`config.mk`:
```
export PLATFORM = sky130hd
export DESIGN_NAME = frwg_top
export DESIGN_NICKNAME = d
export VERILOG_FILES = /design/src/pkg/frwg_pkg.sv /design/src/hdl/frwg_bank.sv /design/src/hdl/frwg_top.sv
export SDC_FILE = /design/constraint.sdc
export NUM_CORES = 2
export LEC_CHECK = 0
export BUFFER_PORTS_ARGS = -buffer_cell sky130_fd_sc_hd__buf_4
export CORE_AREA = 2 2 430 347
export DETAILED_ROUTE_END_ITERATION = 12
export DIE_AREA = 0 0 432 349
export HOLD_SLACK_MARGIN = 0.03
export SETUP_SLACK_MARGIN = 0.02
export SYNTH_ARGS = -nofsm -noshare
export SYNTH_HDL_FRONTEND = slang
export SYNTH_SLANG_ARGS = --single-unit
```
`constraint.sdc`:
```
create_clock -name clk -period 44.6 [get_ports clk]
set_input_delay 2.23 -clock clk [delete_from_list [all_inputs] [get_ports clk]]
set_output_delay 2.23 -clock clk [all_outputs]
set_load 0.005 [all_outputs]
```
`src/pkg/frwg_pkg.sv`:
```
// Shared constants, command codes, carriers and state codes for the flash block read-while-write guard.
// Assumes one 10 MHz system clock and word addressing of the flash array.
`default_nettype none

package frwg_pkg;

    // Timing
    localparam int FRWG_CLK_NS      = 100;
    localparam int FRWG_ERASE_NS    = 2000;
    localparam int FRWG_PROG_NS     = 450;
    // Least times, so they round up to whole cycles
    localparam int FRWG_ERASE_CYC   = (FRWG_ERASE_NS + FRWG_CLK_NS - 1) / FRWG_CLK_NS;
    localparam int FRWG_PROG_CYC    = (FRWG_PROG_NS + FRWG_CLK_NS - 1) / FRWG_CLK_NS;
    localparam int FRWG_CNT_W       = 16;

    // Widths
    localparam int FRWG_AW          = 16;
    localparam int FRWG_DW          = 32;

    // Command codes held in the command object
    localparam logic [7:0] FRWG_CMD_PROG  = 8'h06;
    localparam logic [7:0] FRWG_CMD_ERASE = 8'h09;

    // Values after reset
    localparam logic            FRWG_CCF_RST   = 1'b1;
    localparam logic            FRWG_FLAG_RST  = 1'b0;
    localparam logic [FRWG_DW-1:0] FRWG_ERASED = 32'hFFFF_FFFF;

    typedef struct packed {
        logic [7:0]         code;
        logic [FRWG_AW-1:0] addr;
        logic [FRWG_DW-1:0] data;
    } frwg_cobj_t;

    typedef struct packed {
        logic               req;
        logic               fetch;
        logic [FRWG_AW-1:0] addr;
    } frwg_rd_t;

    typedef enum logic [2:0] {
        FRWG_IDLE  = 3'b001,
        FRWG_ERASE = 3'b010,
        FRWG_PROG  = 3'b100
    } frwg_state_t;

endpackage

`default_nettype wire

```
`src/hdl/frwg_bank.sv`:
```
// One flash block: its own storage, erase sequencer and program sequencer.
// Assumes start is a one-cycle request that only arrives while the block is idle.
`default_nettype none

module frwg_bank
    import frwg_pkg::*;
#(
    parameter int WORDS      = 16,
    parameter int SECT_WORDS = 4,
    parameter int DW         = FRWG_DW,
    parameter int IW         = $clog2(WORDS)
)(
    // System
    input  wire logic          clk,
    input  wire logic          rst,
    input  wire logic          ce,
    // Operation request
    input  wire logic          start,
    input  wire logic          erase,
    input  wire logic [IW-1:0] widx,
    input  wire logic [DW-1:0] wdata,
    // Read port
    input  wire logic [IW-1:0] ridx,
    output logic      [DW-1:0] rdata,
    // Status
    output logic               busy,
    output logic               done
);

    localparam int SB     = $clog2(SECT_WORDS);
    localparam int E_WAIT = FRWG_ERASE_CYC + 1;
    localparam int P_WAIT = FRWG_PROG_CYC + 1;
    localparam int P_LEFT = P_WAIT - 1;

    frwg_state_t           st_r,   st_nxt;
    logic [FRWG_CNT_W-1:0] cnt_r,  cnt_nxt;
    logic [IW-1:0]         idx_r,  idx_nxt;
    logic [DW-1:0]         dat_r,  dat_nxt;
    logic [DW-1:0]         mem_r   [WORDS];
    logic [DW-1:0]         mem_nxt [WORDS];
    logic                  busy_r, busy_nxt;
    logic                  done_r, done_nxt;

    // Reads see the array directly; the top decides whether the answer is legal
    assign rdata = mem_r[ridx];
    assign busy  = busy_r;
    assign done  = done_r;

    always_comb
    begin
        st_nxt   = st_r;
        cnt_nxt  = cnt_r;
        idx_nxt  = idx_r;
        dat_nxt  = dat_r;
        mem_nxt  = mem_r;
        done_nxt = 1'b0;
        case (st_r)
            FRWG_IDLE:
            begin
                if (start)
                begin
                    st_nxt  = erase ? FRWG_ERASE : FRWG_PROG;
                    cnt_nxt = erase ? FRWG_CNT_W'(FRWG_ERASE_CYC - 1) : FRWG_CNT_W'(FRWG_PROG_CYC - 1);
                    idx_nxt = widx;
                    dat_nxt = wdata;
                end
            end
            FRWG_ERASE:
            begin
                if (cnt_r == '0)
                begin
                    // Sector erase: only words sharing the upper index bits
                    for (int i = 0; i < WORDS; i++)
                        if (IW'(i) >> SB == idx_r >> SB)
                            mem_nxt[i] = FRWG_ERASED[DW-1:0];
                    st_nxt   = FRWG_IDLE;
                    done_nxt = 1'b1;
                end
                else
                    cnt_nxt = cnt_r - 1'b1;
            end
            FRWG_PROG:
            begin
                if (cnt_r == '0)
                begin
                    // Programming can only clear bits, as in real flash cells
                    mem_nxt[idx_r] = mem_r[idx_r] & dat_r;
                    st_nxt   = FRWG_IDLE;
                    done_nxt = 1'b1;
                end
                else
                    cnt_nxt = cnt_r - 1'b1;
            end
            default:
                st_nxt = FRWG_IDLE;
        endcase
        busy_nxt = (st_nxt != FRWG_IDLE);
    end

    always_ff @(posedge clk or posedge rst)
    begin
        if (rst)
        begin
            st_r   <= FRWG_IDLE;
            cnt_r  <= '0;
            idx_r  <= '0;
            dat_r  <= '0;
            busy_r <= 1'b0;
            done_r <= 1'b0;
            for (int i = 0; i < WORDS; i++)
                mem_r[i] <= FRWG_ERASED[DW-1:0];
        end
        else if (ce)
        begin
            st_r    <= st_nxt;
            cnt_r   <= cnt_nxt;
            idx_r   <= idx_nxt;
            dat_r   <= dat_nxt;
            busy_r  <= busy_nxt;
            done_r  <= done_nxt;
            mem_r   <= mem_nxt;
        end
    end
endmodule

`default_nettype wire

```
`src/hdl/frwg_top.sv`:
```
// Flash read-while-write guard: command launch, per-block sequencers and read collision detection.
// Assumes requests come from logic on clk, block address ranges do not overlap, addresses are word indices.
`default_nettype none

module frwg_top
    import frwg_pkg::*;
#(
    parameter int NBLK       = 2,
    parameter int BLK_WORDS  = 16,
    parameter int SECT_WORDS = 4,
    parameter logic [NBLK-1:0][FRWG_AW-1:0] BLK_BASE = {16'h0010, 16'h0000}
)(
    // System
    input  wire logic               clk,
    input  wire logic               rst,
    input  wire logic               ce,
    // Command object load and launch
    input  wire logic               cobj_we,
    input  wire frwg_cobj_t         cobj,
    input  wire logic               ccf_clr,
    // Read and fetch port
    input  wire frwg_rd_t           rd,
    // Collision flag clear
    input  wire logic               coll_clr,
    // Status
    output logic                    command_complete_flag,
    output logic                    cmd_access_err,
    output logic                    read_collision,
    output logic [NBLK-1:0]         blk_busy,
    // Read answer
    output logic                    rd_valid,
    output logic                    rd_err,
    output logic [FRWG_DW-1:0]      rd_data
);

    localparam int IW = $clog2(BLK_WORDS);

    frwg_cobj_t            cobj_r, cobj_nxt;
    logic                  ccf_r,  ccf_nxt;
    logic                  acc_r,  acc_nxt;
    logic                  coll_r, coll_nxt;
    logic                  rdv_r,  rdv_nxt;
    logic                  rde_r,  rde_nxt;
    logic [FRWG_DW-1:0]    rdd_r,  rdd_nxt;

    logic [NBLK-1:0]               rd_hit;
    logic [NBLK-1:0]               cmd_hit;
    logic [NBLK-1:0]               start;
    logic [NBLK-1:0]               busy;
    logic [NBLK-1:0]               done;
    logic [NBLK-1:0][IW-1:0]       rd_idx;
    logic [NBLK-1:0][IW-1:0]       cmd_idx;
    logic [NBLK-1:0][FRWG_DW-1:0]  bank_data;
    logic                          cmd_ok;
    logic                          rd_busy_hit;

    // Address decode per block from the base and size parameters
    always_comb
    begin
        rd_hit  = '0;
        cmd_hit = '0;
        rd_idx  = '0;
        cmd_idx = '0;
        for (int i = 0; i < NBLK; i++)
        begin
            rd_hit[i]  = (rd.addr >= BLK_BASE[i]) && (rd.addr - BLK_BASE[i] < FRWG_AW'(BLK_WORDS));
            cmd_hit[i] = (cobj_r.addr >= BLK_BASE[i]) && (cobj_r.addr - BLK_BASE[i] < FRWG_AW'(BLK_WORDS));
            rd_idx[i]  = IW'(rd.addr - BLK_BASE[i]);
            cmd_idx[i] = IW'(cobj_r.addr - BLK_BASE[i]);
        end
    end

    genvar g;
    generate
        for (g = 0; g < NBLK; g++)
        begin : blk
            // Each block sequences alone, so one busy block never stalls reads of another
            frwg_bank #(
                .WORDS      (BLK_WORDS),
                .SECT_WORDS (SECT_WORDS),
                .DW         (FRWG_DW),
                .IW         (IW)
            ) u_bank (
                .clk   (clk),
                .rst   (rst),
                .ce    (ce),
                .start (start[g]),
                .erase (cobj_r.code == FRWG_CMD_ERASE),
                .widx  (cmd_idx[g]),
                .wdata (cobj_r.data),
                .ridx  (rd_idx[g]),
                .rdata (bank_data[g]),
                .busy  (busy[g]),
                .done  (done[g])
            );
        end
    endgenerate

    // Command launch and completion
    always_comb
    begin
        cobj_nxt = cobj_r;
        ccf_nxt  = ccf_r;
        acc_nxt  = acc_r;
        start    = '0;
        cmd_ok   = ((cobj_r.code == FRWG_CMD_ERASE) || (cobj_r.code == FRWG_CMD_PROG)) && (|cmd_hit);
        // Loads during a running command are dropped so the parameters stay stable
        if (cobj_we && ccf_r)
            cobj_nxt = cobj;
        if (ccf_r && ccf_clr)
        begin
            if (cmd_ok)
            begin
                start   = cmd_hit;
                ccf_nxt = 1'b0;
                acc_nxt = 1'b0;
            end
            else
                acc_nxt = 1'b1;
        end
        if (|done)
            ccf_nxt = 1'b1;
    end

    // Read path and collision flag
    always_comb
    begin
        rd_busy_hit = |(rd_hit & busy);
        rdv_nxt     = rd.req;
        // Fetch and data reads take the same path on purpose
        rde_nxt     = rd.req && (rd_busy_hit || !(|rd_hit));
        rdd_nxt     = FRWG_ERASED;
        if (rd.req && !rd_busy_hit)
        begin
            for (int i = 0; i < NBLK; i++)
                if (rd_hit[i])
                    rdd_nxt = bank_data[i];
        end
        coll_nxt = coll_r;
        if (coll_clr)
            coll_nxt = 1'b0;
        // Set wins over a clear in the same cycle
        if (rd.req && rd_busy_hit)
            coll_nxt = 1'b1;
    end

    always_ff @(posedge clk or posedge rst)
    begin
        if (rst)
        begin
            cobj_r <= '0;
            ccf_r  <= FRWG_CCF_RST;
            acc_r  <= FRWG_FLAG_RST;
            coll_r <= FRWG_FLAG_RST;
            rdv_r  <= 1'b0;
            rde_r  <= 1'b0;
            rdd_r  <= '0;
        end
        else if (ce)
        begin
            cobj_r <= cobj_nxt;
            ccf_r  <= ccf_nxt;
            acc_r  <= acc_nxt;
            coll_r <= coll_nxt;
            rdv_r  <= rdv_nxt;
            rde_r  <= rde_nxt;
            rdd_r  <= rdd_nxt;
        end
    end

    assign command_complete_flag = ccf_r;
    assign cmd_access_err        = acc_r;
    assign read_collision        = coll_r;
    assign blk_busy              = busy;
    assign rd_valid              = rdv_r;
    assign rd_err                = rde_r;
    assign rd_data               = rdd_r;
endmodule

`default_nettype wire

```
-- Word level (Yosys, flattened, before mapping)
Cells that the tools add are included.
- output and inout bits: 39
- register bits after elaboration: 1231
- bits of input ports: 80
- word-level logic and storage cells: 220
- bitwise gates (word level): 7
- add/subtract/negate cells: 4
- reductions and logical operators: 49
- eq/ne operators: 32
- multiplexer cells: 61
- magnitude comparators: 14
- operators by type and width (kind ; count):
    512-bit two-way mux ; 4
    512-bit case mux with 2 select lines ; 2
    512-bit bitwise mux ; 2
    32-bit two-way mux ; 21
    32-bit binary-select mux with 4-bit select ; 4
    32-bit demux with 4-bit select ; 2
    32-bit AND ; 2
    16-bit by 5-bit less-than comparator with 1-bit output (second input constant) ; 4
    16-bit two-way mux ; 4
    16-bit case mux with 2 select lines ; 2
    5-bit AND reduction ; 8
    16-bit by 1-bit greater-or-equal comparator with 1-bit output (second input constant) ; 2
    16-bit by 5-bit greater-or-equal comparator with 1-bit output (second input constant) ; 2
    16-bit logical NOT ; 2
    16-bit by 1-bit subtractor with 16-bit output (second input constant) ; 2
    16-bit by 5-bit subtractor with 16-bit output (second input constant) ; 2
    2-bit by 1-bit inequality test with 1-bit output (second input constant) ; 12
    5-bit greater-or-equal comparator (second input constant) ; 4
    4-bit inverter with 5-bit output ; 4
    3-bit two-way mux ; 5
    2-bit nonzero test ; 7
    1-bit logical AND ; 12
    3-bit case mux with 2 select lines ; 2
    2-bit OR reduction ; 6
    20 further kinds ; 50

-- Longest topological paths before layout
- depth in word-level cells: 10
- mapped depth: 12

-- Modules after synthesis
A second synthesis with hierarchy kept.
- cell total of the unflattened synthesis: 5295
- area total of the unflattened synthesis: 65118.7 µm²
- modules (own cells, without submodules) (module ; area an instance (µm²) ; seq. area each (µm²) ; times used ; cells an instance):
    frwg_bank at blk[1].u_bank ; 30860.8 ; 14880.5 ; 1 ; 2448
    frwg_bank at blk[0].u_bank ; 30247.8 ; 14880.5 ; 1 ; 2542
    frwg_top ; 4010.1 ; 2328.5 ; 1 ; 305

-- Worst setup path before layout
Ideal clock, no wire load.
- path type: input-to-reg
- start: input ce
- end: register blk[1].u_bank.mem_r[100] (netlist name)
- setup time: 0.082 ns
- data required time: 44.518 ns
- data arrival time: 4.067 ns
- stages: 8
- setup slack: 40.450 ns
- cell sequence: buf_2 inv_1 nor3_1 nand4_4 buf_2 nor2_1 buf_4 mux2_2
- word-level cells in the longest chain between the ends: 1
- ends and longest elaborated chain (what ; RTL line ; source):
    start, declared ; frwg_top.sv:16 ; input wire logic ce,
    5-bit AND reduction (no line) ; -- ;
    end signal, assigned by index ; frwg_bank.sv:111 ; mem_r[i] <= FRWG_ERASED[DW-1:0];
    end signal, assigned ; frwg_bank.sv:121 ; mem_r <= mem_nxt;
    end, declared ; frwg_bank.sv:39 ; logic [DW-1:0] mem_r [WORDS];
No other way between the ends.
A chain may end at the register's enable or synchronous reset.

==> results.toml <==
[status]
status = "finished clean"

[synth]
postSynth.asyncResetShare_pct = 100
yosysTopAreaCell = "dfstp_2"
synth-seq-area-share_pct = 49.0
synthDistinctLibCells = 87
synthTopCellsByArea = "dfstp_2, mux2_2, mux4_2"
synth-main-ff-cell = "dfstp_2"
syn_area_mm2 = 0.0654
syn_inst = 5555
synth-edff-count = 0
yosys_warnings = 0
yosysTopAreaCellShare_pct = 41.2
avgSynthCellArea_um2 = 11.8
synthTopCellsByCount = "dfstp_2, nor2_1, mux2_2"
synth_seq_cells = 1231
synth_nets = 5637
synth_most_common_cell = "dfstp_2"

[die]
core_area_mm2 = 0.146
std_cell_rows = 126
fp.dieH_um = 349
fp.dieArea_mm2 = 0.151
die_w_um = 432
io_pins = 119
initial_core_util_pct = 44.7

[cells_and_area]
syn_to_final_growth_pct = 10.7
drive_gt1_share_pct = 45.6
nNetsFinal = 5525
utilization_pct = 49.5

[routing]
routedWlPerCell_um = 30.2
drtIter0Drc = 5095
detail_route.wirelength_um = 226000
via_per_inst = 6.41
drtPass1Iterations = 6
vias = 47900
drc_errors = 0
drt.antenna.violating_nets = 0

[timing]
whs_ns = 0.500
slew_headroom_pct = 22.6
fin_skew_ns = 0.0234
maxSlewViolCount = 0
worst_pin_slew_ns = 1.16
layout_setup_ws_ns = 39.10
final-hold-violation-count = 0
setup_violations = 0
period_needed_ns = 5.50
layout_worst_path_cycle_share_pct = 12.3
fin_setup_tns_ns = 0
fmax_mhz = 182
rsz0062_at_grt = "false"

[clock_network]
clk_pin_slew_ns = 0.06
cts-hold-fix-buffers = 0
cts_tree = "built"
cts-root-buf = "clkbuf_16"
cts_inserted_buffers = 133
cts_setup_buffers = 0
cts_buffer_depth = 3
cts_sinks = 1231
htreeDepth = 4
clock_latency_ns = 0.80
postCtsResizedCells = 0

[global_routing]
antenna_found_initial = 5
grt_max_degree = 176
grt_pass1_wl_um = 328000
grtUsageTotal_pct = 29.7
grt_pass1_vias = 47700
grt_overflow = 0

[setup_path]
path_cells = "buf_4 -> inv_8 -> buf_12 -> buf_4 -> buf_4 -> buf_12"
critPathMaxStageDelay_ns = 0.82
cp.required_ns = 45.36
crit_type = "primary input to async pin"
end_kind = "async pin"
cp-start-kind = "primary input"
reg2reg_depth = 7
cp_top_family = "buffers and inverters"
reg2reg_slack_ns = 39.80
crit_slowest_cell = "buf_4"
startpoint = "rst"
cpMostUsedCell = "buf_4"
r2r_end = "blk[1].u_bank.mem_r[370]$_DFFE_PP1P_"
crit_fanout = 175
arrival_ns = 6.26
path_buf_inv = 6
rr_startpoint = "blk[1].u_bank.idx_r[1]$_DFFE_PP0P_"

[placed_design]
io_buffers = 117
hpwl_um = 126000
place_ws_ns = 38.17
place.gp.congestion = 0.840

[power_and_ir_drop]
ir_drop_mv = 0.0309
p_per_area_mw_per_mm2 = 33.3
p_leak_uw = 0.0270

[worst_hold_path]
min_path_type = "flop to flop"
hold_path_startpoint = "cobj_r[43]$_DFFE_PP0P_"
whs_path_depth = 1
min_to = "cobj_r[43]$_DFFE_PP0P_"

[flow_run]
maxCapViolations = 0
-- worst reg2reg max path, stage by stage, from the launching register on --
cell and delay, ns:
dfrtp_4 0.99, buf_4 0.96, buf_4 0.95, mux4_2 0.38
mux2i_1 0.09, o21ai_0 0.89, buf_4 0.31, mux2_2 0.17
-- flip-flops by register name, summed over array words and instances (netlist names) --
register	flops
rd_err	1
blk.u_bank.st_r	6
blk.u_bank.dat_r	64
rd_data	32
blk.u_bank.done	2
cobj_r	56
rd_valid	1
read_collision	1
blk.u_bank.cnt_r	32
command_complete_flag	1
blk.u_bank.idx_r	8
cmd_access_err	1
blk.u_bank.mem_r	1024
blk.u_bank.busy	2
-- how the worst max path moves through the flow --
stage,end,slack (ns),depth (start not counted)
after floorplan,blk[0].u_bank.busy$_DFFE_PP0P_,9.38,1
after global placement,blk[1].u_bank.dat_r[14]$_DFFE_PP0P_,38.20,6
after detailed placement,blk[1].u_bank.dat_r[14]$_DFFE_PP0P_,38.17,6
after CTS,rd_data[14]$_DFFE_PP0P_,39.02,6
after global routing,blk[1].u_bank.dat_r[19]$_DFFE_PP0P_,38.54,6
final,blk[1].u_bank.dat_r[11]$_DFFE_PP0P_,39.10,6
-- logic make-up (layout without fill, tap and decap cells) --
family | count (synthesis) | in the layout | synth area share (%)
muxes | 1477 | 1477 | 28.9
DFF | 1231 | 1231 | 49.0
other | 0 | 2 | 0
adders and majority gates | 2 | 2 | 0.0382
xor gates and xnor gates | 4 | 4 | 0.0535
AOI/OAI and AO/OA | 1066 | 1066 | 9.69
and+or+nand+nor | 1242 | 1242 | 8.47
buffers and inverters | 533 | 531 | 3.79
-- routing by layer --
metal | up-vias | global-route usage (%) | share of wire (%)
li1 | 20000 | - | -
met1 | 24900 | 42.8 | 43
met2 | 2436 | 42.2 | 42
met3 | 471 | 7.88 | 11
met4 | 8 | 11.8 | 4.1
met5 | - | 0 | 0.024
-- report_power, final --
part | switching [µW] | internal, µW | total, µW
sequential | 26.5 | 1140 | 1170
clock | 484 | 654 | 1140
combinational | 73.9 | 39.2 | 113
total | 584 | 1830 | 2420
-- cell type report --
type,instances,area (µm²)
Antenna cell,2,5.00
Tap cell,1920,2400
Fill cell,13100,74000
Timing Repair Buffer,268,2070
Clock buffer,197,3930
Clock inverter,48,492
Sequential cell,1231,32100
Multi-Input combinational cell,3791,31400
Inverter,18,75.1
-- cell usage in the layout, fill, tap and decap left out, types with 53 or more instances in the layout --
cell type and instances:
a21oi_1 601, a22oi_1 99, a31oi_1 67, buf_4 262, clkbuf_16 139, dfrtp_1 196, dfstp_2 1027, mux2_2 608
mux2i_1 551, mux4_2 256, nand2_1 276, nand2b_1 76, nand3_1 74, nor2_1 641, o21ai_0 53, o22ai_1 131
-- metrics by stage --
| stage | std cells | instance area [µm²] | total power [µW] |
|---|---|---|---|
| after floorplan | 5555 | 65400 | 1240 |
| after global placement | 7228 | 68000 | 1290 |
| after detailed placement | 7228 | 68000 | 1290 |
| after CTS | 7473 | 72500 | 2430 |
| after global routing | 7473 | 72500 | 2490 |
| final | 7475 | 72500 | 2420 |
(Power assumes the default switching activity.)
